**config.mk**
```make
export PLATFORM = sky130hd
export DESIGN_NAME = ext_trigger_pulse_timer
export DESIGN_NICKNAME = d
export VERILOG_FILES = /design/src/ext_trigger_pulse_timer_pkg.sv /design/src/ext_trigger_pulse_timer.sv
export SDC_FILE = /design/constraint.sdc
export NUM_CORES = 1
export LEC_CHECK = 0
export BUFFER_PORTS_ARGS = -buffer_cell sky130_fd_sc_hd__buf_4
export CAP_MARGIN = 0
export CELL_PAD_IN_SITES_DETAIL_PLACEMENT = 1
export CELL_PAD_IN_SITES_GLOBAL_PLACEMENT = 1
export CORE_MARGIN = 2
export CORE_UTILIZATION = 43
export CTS_CLUSTER_DIAMETER = 60
export DETAILED_ROUTE_END_ITERATION = 8
export PLACE_DENSITY = 0.93
export SLEW_MARGIN = 20
export SYNTH_ARGS = -nofsm -noshare
export SYNTH_HDL_FRONTEND = slang
export SYNTH_SLANG_ARGS = --single-unit
```
**constraint.sdc**
```tcl
create_clock -name mclk -period 3.11 [get_ports mclk]
set_input_delay 0.1555 -clock mclk [delete_from_list [all_inputs] [get_ports mclk]]
set_output_delay 0.1555 -clock mclk [all_outputs]
set_load 0.02 [all_outputs]
```
**src/ext_trigger_pulse_timer_pkg.sv**
```systemverilog
// Constants for the external trigger pulse timer
package ext_trigger_pulse_timer_pkg;
  localparam int unsigned CNT_WIDTH = 16;
  localparam logic [15:0] COUNT_CLEAR = 16'h0000;
  localparam logic [15:0] COUNT_MAX = 16'hffff;
  localparam logic [15:0] COUNT_STEP = 16'h0001;
  localparam logic [15:0] PRESCALE_DEFAULT = 16'h0001;
  localparam logic OUT_ACTIVE = 1'b1;
  localparam logic OUT_INACTIVE = 1'b0;
endpackage

```
**src/ext_trigger_pulse_timer.sv**
```systemverilog
// External trigger pulse output timer, one top module
`timescale 1ns/1ps
`default_nettype none
module ext_trigger_pulse_timer #(
  parameter logic [15:0] PRESCALE = ext_trigger_pulse_timer_pkg::PRESCALE_DEFAULT
) (
  input wire logic mclk,
  input wire logic nrst,
  input wire logic clk_en,
  input wire logic run_en,
  input wire logic trigger_pin,
  input wire logic [15:0] period_compare_reg,
  input wire logic [15:0] duty_compare_reg,
  output logic pulse_output_pin,
  output logic period_match_irq,
  output logic duty_match_irq,
  output logic [15:0] count_value,
  output logic full_on_impossible
);
  // Refuse a divider of zero: the prescaler end would wrap to COUNT_MAX
  if (PRESCALE == ext_trigger_pulse_timer_pkg::COUNT_CLEAR) begin : gen_bad_prescale
    $error("PRESCALE must be nonzero");
  end

  // Trigger synchroniser state
  logic trig_s1_q;
  logic trig_s1_d;
  logic trig_s2_q;
  logic trig_s2_d;
  logic trig_s3_q;
  logic trig_s3_d;

  // Count clock divider state
  logic [15:0] pre_q;
  logic [15:0] pre_d;

  // Counter state
  logic [15:0] cnt_q;
  logic [15:0] cnt_d;

  // Pulse output state
  logic out_q;
  logic out_d;

  // Match interrupt state
  logic pirq_q;
  logic pirq_d;
  logic dirq_q;
  logic dirq_d;

  // Full-on status state
  logic fullno_q;
  logic fullno_d;

  // Decoded events
  logic trig_edge;
  logic tick;
  logic duty_hit;
  logic per_hit;
  logic step_ok;

  // Rising edge of the synchronised trigger
  assign trig_edge = trig_s2_q & ~trig_s3_q;
  // Last mclk of one count clock period
  assign tick = (pre_q == PRESCALE - ext_trigger_pulse_timer_pkg::COUNT_STEP);
  // Live compare values, no shadow copy
  assign duty_hit = (cnt_q == duty_compare_reg);
  assign per_hit = (cnt_q == period_compare_reg);
  // Count step that no trigger overrides
  assign step_ok = run_en & ~trig_edge & tick;

  // Trigger pin: two flops against metastability, third for the edge
  always_comb begin
    trig_s1_d = trig_s1_q;
    trig_s2_d = trig_s2_q;
    trig_s3_d = trig_s3_q;
    if (clk_en) begin
      trig_s1_d = trigger_pin;
      trig_s2_d = trig_s1_q;
      trig_s3_d = trig_s2_q;
    end
  end

  always_ff @(posedge mclk) begin
    if (!nrst) begin
      trig_s1_q <= 1'b0;
      trig_s2_q <= 1'b0;
      trig_s3_q <= 1'b0;
    end else begin
      trig_s1_q <= trig_s1_d;
      trig_s2_q <= trig_s2_d;
      trig_s3_q <= trig_s3_d;
    end
  end

  // Divider restarts on a trigger so the new cycle is full length
  always_comb begin
    pre_d = pre_q;
    if (clk_en) begin
      if (!run_en || trig_edge || tick) begin
        pre_d = ext_trigger_pulse_timer_pkg::COUNT_CLEAR;
      end else begin
        pre_d = pre_q + ext_trigger_pulse_timer_pkg::COUNT_STEP;
      end
    end
  end

  always_ff @(posedge mclk) begin
    if (!nrst) begin
      pre_q <= ext_trigger_pulse_timer_pkg::COUNT_CLEAR;
    end else begin
      pre_q <= pre_d;
    end
  end

  // Trigger clears at once, period match wraps, else count up
  always_comb begin
    cnt_d = cnt_q;
    if (clk_en) begin
      if (!run_en) begin
        cnt_d = ext_trigger_pulse_timer_pkg::COUNT_CLEAR;
      end else if (trig_edge) begin
        cnt_d = ext_trigger_pulse_timer_pkg::COUNT_CLEAR;
      end else if (tick && per_hit) begin
        cnt_d = ext_trigger_pulse_timer_pkg::COUNT_CLEAR;
      end else if (tick) begin
        cnt_d = cnt_q + ext_trigger_pulse_timer_pkg::COUNT_STEP;
      end
    end
  end

  always_ff @(posedge mclk) begin
    if (!nrst) begin
      cnt_q <= ext_trigger_pulse_timer_pkg::COUNT_CLEAR;
    end else begin
      cnt_q <= cnt_d;
    end
  end

  // Trigger asserts unless run_en is low; duty match wins over period match
  // Duty of period plus one never matches, so the level stays active
  always_comb begin
    out_d = out_q;
    if (clk_en) begin
      if (!run_en) begin
        out_d = ext_trigger_pulse_timer_pkg::OUT_INACTIVE;
      end else if (trig_edge) begin
        out_d = ext_trigger_pulse_timer_pkg::OUT_ACTIVE;
      end else if (tick && duty_hit) begin
        out_d = ext_trigger_pulse_timer_pkg::OUT_INACTIVE;
      end else if (tick && per_hit) begin
        out_d = ext_trigger_pulse_timer_pkg::OUT_ACTIVE;
      end
    end
  end

  // Level lands one mclk after the match edge
  always_ff @(posedge mclk) begin
    if (!nrst) begin
      out_q <= ext_trigger_pulse_timer_pkg::OUT_INACTIVE;
    end else begin
      out_q <= out_d;
    end
  end

  // Period irq, suppressed when a trigger lands on the match
  always_comb begin
    pirq_d = pirq_q;
    if (clk_en) begin
      pirq_d = step_ok & per_hit;
    end
  end

  always_ff @(posedge mclk) begin
    if (!nrst) begin
      pirq_q <= 1'b0;
    end else begin
      pirq_q <= pirq_d;
    end
  end

  // Duty irq on equality, not on the next increment
  always_comb begin
    dirq_d = dirq_q;
    if (clk_en) begin
      dirq_d = step_ok & duty_hit;
    end
  end

  always_ff @(posedge mclk) begin
    if (!nrst) begin
      dirq_q <= 1'b0;
    end else begin
      dirq_q <= dirq_d;
    end
  end

  // Period at maximum leaves no room for duty of period plus one
  always_comb begin
    fullno_d = fullno_q;
    if (clk_en) begin
      fullno_d = (period_compare_reg == ext_trigger_pulse_timer_pkg::COUNT_MAX);
    end
  end

  always_ff @(posedge mclk) begin
    if (!nrst) begin
      fullno_q <= 1'b0;
    end else begin
      fullno_q <= fullno_d;
    end
  end

  assign pulse_output_pin = out_q;
  assign period_match_irq = pirq_q;
  assign duty_match_irq = dirq_q;
  assign count_value = cnt_q;
  assign full_on_impossible = fullno_q;
endmodule
`default_nettype wire

```
== Yosys cells after proc, flatten, opt, wreduce, memory -nomap -nowiden ==
Cells that the tools add are included.

* RAM bits: 0
* Latch bits: 0
* Memories kept: 0
* Input port bits: 37
* Bits in read-only memories: 0
* Word-level logic and storage cells: 40
* Output and inout bits: 20
* Bits in registers: 39

* Divide/modulo/power cells: 0
* $add $sub $neg: 2
* Magnitude comparators: 0
* Multiplexer cells: 9
* $mul: 0
* Equality and inequality tests: 5
* Shift operators: 0
* Reductions and logical operators: 8
* Bitwise operators: 7

{| class="wikitable"
|+ Operators with widths
! cell !! number
|-
| $mux W16 || 5
|-
| $add A16 B1 Y16 const B || 2
|-
| $eq A16 B16 Y1 || 2
|-
| $eq A16 B16 Y1 const B || 1
|-
| $logic_not A16 Y1 || 1
|-
| $ne A4 B1 Y1 const B || 2
|-
| $and A1 B1 Y1 || 5
|-
| $mux W1 || 4
|-
| $reduce_and A2 Y1 || 2
|-
| $logic_and A1 B1 Y1 || 2
|-
| $logic_or A1 B1 Y1 || 2
|-
| $not A1 Y1 || 2
|-
| $logic_not A1 Y1 || 1
|}

== Depth between registers and ports, before layout ==
* Word-level depth: 6
* Mapped depth: 9

== Worst setup path before layout ==
OpenSTA, ideal clock, no wires.

* Path type: flip-flop to flip-flop
* Start point: register cnt_q[0], in the netlist count_value[0]
* End point: register cnt_q[14], in the netlist count_value[14]
* Period minus slack after synthesis: 1.844 ns
* Data arrival time: 1.729 ns
* Library setup time: 0.115 ns
* Cell stages (with the launch flop): 9
* Path slack: 1.266 ns
* Data required time: 2.995 ns
* Path buffers: 2
* Cells stage by stage: dfxtp_1 > buf_6 > xnor2_1 > nand4_1 > nor4_4 > a21oi_2 > o21ai_4 > buf_8 > nor2_2

* Cells in the longest elaborated chain, start to end: 5

{| class="wikitable"
|+ Ends and longest elaborated chain
! element !! line !! source
|-
| start, declared || ext_trigger_pulse_timer.sv:38 || <nowiki>logic [15:0] cnt_q;</nowiki>
|-
| start signal, assigned || ext_trigger_pulse_timer.sv:134 || <nowiki>cnt_q <= ext_trigger_pulse_timer_pkg::COUNT_CLEAR;</nowiki>
|-
| start signal, assigned || ext_trigger_pulse_timer.sv:136 || <nowiki>cnt_q <= cnt_d;</nowiki>
|-
| $add A16 B1 Y16 or $eq A16 B16 Y1 (tied branches) || ext_trigger_pulse_timer.sv:127, ext_trigger_pulse_timer.sv:68 ||
|-
| $mux W16 or $logic_and A1 B1 Y1 (tied branches) || ext_trigger_pulse_timer.sv:126, ext_trigger_pulse_timer.sv:124 ||
|-
| $mux W16 || ext_trigger_pulse_timer.sv:124 || <nowiki>end else if (tick && per_hit) begin</nowiki>
|-
| $mux W16 || ext_trigger_pulse_timer.sv:122 || <nowiki>end else if (trig_edge) begin</nowiki>
|-
| $mux W16 || ext_trigger_pulse_timer.sv:120 || <nowiki>if (!run_en) begin</nowiki>
|}

Several ways; a longest one is shown, not always the timed one. The select of a mux whose other input is x is not followed.
A chain may end at the register's enable or synchronous reset.

== Worst setup path in the final report ==
* Start point: register cnt_q[10], in the netlist count_value[10]
* End point: register cnt_q[9], in the netlist count_value[9]

* Cells in the longest elaborated chain, start to end: 5

{| class="wikitable"
|+ Ends and longest elaborated chain
! element !! line !! source
|-
| $eq A16 B16 Y1 * || ext_trigger_pulse_timer.sv:68 || <nowiki>assign per_hit = (cnt_q == period_compare_reg);</nowiki>
|-
| $logic_and A1 B1 Y1 * || ext_trigger_pulse_timer.sv:124 ||
|-
| $mux W16 || ext_trigger_pulse_timer.sv:124 ||
|-
| $mux W16 || ext_trigger_pulse_timer.sv:122 ||
|-
| $mux W16 || ext_trigger_pulse_timer.sv:120 ||
|}

Every way passes the cells marked *; elsewhere a longest branch is shown, timed or not.

==> flow_summary.rst <==
.. list-table::
   :header-rows: 1

   * - Metric
     - Value
   * - DRC
     - 0
   * - Violation count after the first detailed-route iteration
     - 78
   * - Post-route clock period utilization
     - 73.7%
   * - Worst hold slack after final layout
     - 0.102 ns
   * - Placeable core region
     - 5110 sq um
   * - Synthesized area
     - around 2300 sq um
   * - Width of the die
     - about 77 um
   * - Count of nets left with antenna violations after detail routing
     - 0
   * - Reg2Reg Launch Point
     - count_value[10]$_SDFFE_PN0P_
   * - Hold-critical path endpoint
     - trig_s1_q$_SDFFE_PN0P_
   * - Clock-pin slew reported for the worst setup and hold paths after clock tree synthesis
     - ~0.080 ns
   * - Die Span Y
     - roughly 77 um
   * - Source-to-sink clock delay at the later pin of the worst-skew pair
     - approximately 0.31 ns
   * - Highest clock rate
     - 436 MHz
   * - Class of the tightest hold or removal check
     - input port to register
   * - CTS tree
     - yes
   * - Largest net degree at the start of global routing
     - 19
   * - Area used by multi-input combinational logic
     - between 1000 and 1500 sq um
   * - Outcome
     - finished clean
   * - Number of diodes added for antenna fixing
     - 0
   * - Gate count of the mapped netlist
     - approximately 260
   * - Clock Root Buffer
     - sky130_fd_sc_hd__clkbuf_8
   * - Worst-case vdd ir drop
     - between 200 and 250 uV
   * - Layout Nets
     - around 340
   * - Post-CTS Resized
     - 0
   * - Avg Cell Area, Syn
     - around 9 sq um
   * - Number of hold-repair buffers added at the cts stage
     - 0
   * - Placement row count
     - 26
   * - Number of maximum-capacitance constraint violations
     - 0
   * - Startpoint type of the worst setup path
     - register
   * - Share of post-route cells with drive strength above 1
     - 27.5%
   * - IO buf count
     - 56
   * - Post-route non-filler standard cell count
     - 375
   * - Reg2reg setup slack
     - 0.82 ns
   * - Detailed-route vias per instance
     - 5.40
   * - Max-slew violations
     - 0
   * - Via count
     - 2026
   * - Clock buffers created by TritonCTS
     - 5
   * - Number of primary I/O pins
     - 57
   * - Detailed-routing iteration count for the pre-antenna-repair pass
     - 4
   * - Remaining global-route overflow
     - 0
   * - Hold path cells
     - 3
   * - Area contributors post-synth
     - sky130_fd_sc_hd__dfxtp_1 (34%), sky130_fd_sc_hd__xor2_1 (11%), sky130_fd_sc_hd__xnor2_1 (11%)
   * - Final-layout fill cell count
     - a little over 600
   * - Setup Crit Path Kind
     - register to register
   * - Total global routing track utilization
     - between 20% and 30%
   * - Largest area contributor in the netlist
     - sky130_fd_sc_hd__dfxtp_1
   * - Number of different library cells in the post-synthesis netlist
     - 41
   * - Routed wire length
     - between 6 and 7 mm
   * - Global placement routability congestion
     - between 0.8 and 0.9
   * - Maximum level of the CTS H-tree
     - 2
   * - Final hold vios
     - 0
   * - Starting density of the core
     - 44.8%
   * - Critical register-to-register path endpoint
     - count_value[9]$_SDFFE_PN0P_
   * - Clock Sink Count
     - 39
   * - Total Neg Setup Slack
     - 0 ns
   * - Type of element capturing the critical path
     - register
   * - Data arrival time of the critical path
     - roughly 2.5 ns
   * - Leak Pwr
     - 1.11 nW
   * - Dpl hpwl
     - 4.73 mm
   * - CP Max Fanout
     - 13
   * - Total number of yosys warnings
     - 0
   * - Antenna violations before repair
     - 0
   * - Shortest clock period the worst path allows after layout
     - between 2 and 2.5 ns
   * - Register area
     - 781 sq um
   * - Power Internal
     - ~0.82 mW
   * - Transition time at the pin with the least slew margin
     - between 0.5 and 0.6 ns
   * - Max-Slew Margin vs Limit
     - a little over 60%
   * - Vias in the first global route
     - between 2000 and 2500
   * - Switch share
     - between 20% and 30%
   * - Clock power frac
     - a little over two fifths
   * - Number of register bits inferred by synthesis
     - 39
   * - Setup repair after global routing missed its margin
     - false
   * - Gate power share
     - 11.1%
   * - Required arrival time at the worst endpoint
     - around 3.3 ns
   * - Portion of synthesized cell area occupied by the leading cell type
     - between 30 and 40%
   * - Number of cells in the design after placement
     - between 300 and 400
   * - Reg2Reg Depth
     - 6
   * - Floorplan die area
     - 5920 sq um
   * - Area Overhead vs Synth
     - 22.6%
   * - Sequential share of power
     - a little under half
   * - Net count after synthesis
     - a little under 300
   * - Hold wc startpoint
     - trigger_pin
   * - Design Power
     - about 1.1 mW
   * - Avg WL per Cell
     - 17.5 um
   * - Maximum buffer depth of the clock tree
     - 2
   * - Worst Skew
     - roughly 0.018 ns
   * - Proportion of synthesized chip area in sequential cells
     - ~34%
   * - Count of final setup violators
     - 0
   * - First-pass GRT wire length
     - 10.9 mm
   * - Power density normalized to cell area
     - about 390 nW/um^2
   * - Power spent charging and discharging nets
     - between 0.2 and 0.3 mW
   * - Buffer count from post-CTS setup fixing
     - 0
[cell families after synthesis]
family | Yosys count | share of synthesized area (%)
mux | 6 | 2.62
flops | 39 | 34.1
fa+ha+maj | 3 | 1.64
xor+xnor | 60 | 23.6
simple gates | 111 | 26.3
buf+inv | 20 | 5.58
compound gates | 17 | 6.12
[synth_stat cells]
| library cell | instances |
|---|---|
| sky130_fd_sc_hd__buf_6 | 4 |
| sky130_fd_sc_hd__xnor2_1 | 28 |
| sky130_fd_sc_hd__and2_1 | 1 |
| sky130_fd_sc_hd__nor2_2 | 10 |
| sky130_fd_sc_hd__xnor2_2 | 2 |
| sky130_fd_sc_hd__clkinv_1 | 1 |
| sky130_fd_sc_hd__dfxtp_1 | 39 |
| sky130_fd_sc_hd__nor4_1 | 7 |
| sky130_fd_sc_hd__inv_1 | 4 |
| sky130_fd_sc_hd__o2111a_2 | 1 |
| sky130_fd_sc_hd__a21oi_2 | 1 |
| sky130_fd_sc_hd__buf_8 | 1 |
| sky130_fd_sc_hd__buf_4 | 1 |
| sky130_fd_sc_hd__o41ai_1 | 1 |
| sky130_fd_sc_hd__nor3b_1 | 1 |
| sky130_fd_sc_hd__and3_1 | 6 |
| sky130_fd_sc_hd__nor4_4 | 1 |
| sky130_fd_sc_hd__ha_1 | 3 |
| sky130_fd_sc_hd__o21ai_4 | 1 |
| sky130_fd_sc_hd__nand2b_1 | 2 |
| sky130_fd_sc_hd__clkbuf_1 | 3 |
| sky130_fd_sc_hd__o21ai_1 | 2 |
| sky130_fd_sc_hd__a21oi_1 | 1 |
| sky130_fd_sc_hd__nand3_1 | 7 |
| sky130_fd_sc_hd__nor3_1 | 4 |
| sky130_fd_sc_hd__o211ai_4 | 1 |
| sky130_fd_sc_hd__nand4_1 | 17 |
| sky130_fd_sc_hd__xor2_1 | 30 |
| sky130_fd_sc_hd__mux2i_1 | 6 |
| sky130_fd_sc_hd__buf_2 | 6 |
| sky130_fd_sc_hd__o21ai_0 | 5 |
| sky130_fd_sc_hd__a22o_1 | 1 |
| sky130_fd_sc_hd__and4_1 | 3 |
| sky130_fd_sc_hd__nor3_2 | 2 |
| sky130_fd_sc_hd__nor4b_1 | 2 |
| sky130_fd_sc_hd__nor2b_1 | 2 |
| sky130_fd_sc_hd__o21ai_2 | 1 |
| sky130_fd_sc_hd__a21o_1 | 1 |
| sky130_fd_sc_hd__a211oi_1 | 1 |
| sky130_fd_sc_hd__nand2_1 | 14 |
| sky130_fd_sc_hd__nor2_1 | 32 |
[area by class of cell]
cell class                      count  share of cell area (%)
Clock buffer                        6                    2.94
Clock inverter                      2                    1.25
Inverter                            5                   0.669
Multi-Input combinational cell    197                    49.2
Sequential cell                    39                    27.8
Tap cell                           70                    3.12
Timing Repair Buffer               56                    15.0
[per-stage QoR]
| stage | setup slack [ns] | cell area (sq um) | util [%] |
|---|---|---|---|
| after detailed placement | 0.865 | 2690 | 52.6 |
| after global routing | 0.689 | 2810 | 54.9 |
| final | 0.819 | 2810 | 54.9 |
| after CTS | 0.844 | 2810 | 54.9 |
| after floorplan | 1.27 | 2290 | - |
| after global placement | 0.908 | 2690 | 52.6 |
[flip-flops by register name (all words and copies together), names as in the netlist]
name	cells
count_value	16
trig_s2_q	1
pulse_output_pin	1
full_on_impossible	1
trig_s1_q	1
trig_s3_q	1
period_match_irq	1
pre_q	16
duty_match_irq	1
[worst max-delay path, stage by stage (launching register included)]
cell                      delay, ns
sky130_fd_sc_hd__dfxtp_1       0.60
sky130_fd_sc_hd__xnor2_2       0.17
sky130_fd_sc_hd__nand4_1       0.18
sky130_fd_sc_hd__nor4_4        0.46
sky130_fd_sc_hd__a21oi_2       0.16
sky130_fd_sc_hd__o21ai_4       0.47
sky130_fd_sc_hd__nor2_1        0.10
[metal layers]
| metal | up-vias | share of wire [%] | track usage, % |
|---|---|---|---|
| met3 | 18 | 4.0 | 4.82 |
| met1 | 998 | 42 | 27.1 |
| met5 | - | 0 | 0 |
| li1 | 964 | - | - |
| met4 | 0 | 2.5 | 8.73 |
| met2 | 46 | 52 | 42.0 |
[cell usage in the layout, fill, tap and decap left out, types with 2 or more instances in the layout]
cell type and count:
sky130_fd_sc_hd__nor4_1 7, sky130_fd_sc_hd__o21ai_0 5, sky130_fd_sc_hd__nand2_1 14, sky130_fd_sc_hd__mux2i_1 6
sky130_fd_sc_hd__xor2_1 30, sky130_fd_sc_hd__and3_1 6, sky130_fd_sc_hd__nor4b_1 2, sky130_fd_sc_hd__nand2b_1 2
sky130_fd_sc_hd__clkbuf_8 6, sky130_fd_sc_hd__nor2_1 32, sky130_fd_sc_hd__nor3_1 4, sky130_fd_sc_hd__o21ai_1 2
sky130_fd_sc_hd__nor3_2 2, sky130_fd_sc_hd__buf_4 56, sky130_fd_sc_hd__dfxtp_1 39, sky130_fd_sc_hd__xnor2_2 2
sky130_fd_sc_hd__nor2_2 10, sky130_fd_sc_hd__inv_1 4, sky130_fd_sc_hd__and4_1 3, sky130_fd_sc_hd__nor2b_1 2
sky130_fd_sc_hd__ha_1 3, sky130_fd_sc_hd__nand4_1 17, sky130_fd_sc_hd__nand3_1 7, sky130_fd_sc_hd__xnor2_1 28
[worst max path at each step]
stage | start | end | slack [ns]
2_1_floorplan | count_value[0]$_SDFFE_PN0P_ | count_value[14]$_SDFFE_PN0P_ | 1.27
3_3_place_gp | count_value[10]$_SDFFE_PN0P_ | count_value[7]$_SDFFE_PN0P_ | 0.91
3_5_place_dp | count_value[10]$_SDFFE_PN0P_ | count_value[7]$_SDFFE_PN0P_ | 0.86
4_1_cts | count_value[10]$_SDFFE_PN0P_ | count_value[8]$_SDFFE_PN0P_ | 0.84
5_1_grt | count_value[10]$_SDFFE_PN0P_ | count_value[7]$_SDFFE_PN0P_ | 0.69
6_report | count_value[10]$_SDFFE_PN0P_ | count_value[9]$_SDFFE_PN0P_ | 0.82
[power by group through the flow]
stage | Combinational, mW | Clock, mW | Sequential [mW]
6_report | 0.121 | 0.459 | 0.510
3_5_place_dp | 0.118 | 0 | 0.522
3_3_place_gp | 0.114 | 0 | 0.521
2_1_floorplan | 0.0659 | 0 | 0.521
4_1_cts | 0.121 | 0.464 | 0.510
5_1_grt | 0.130 | 0.486 | 0.511
(Power assumes the default switching activity.)
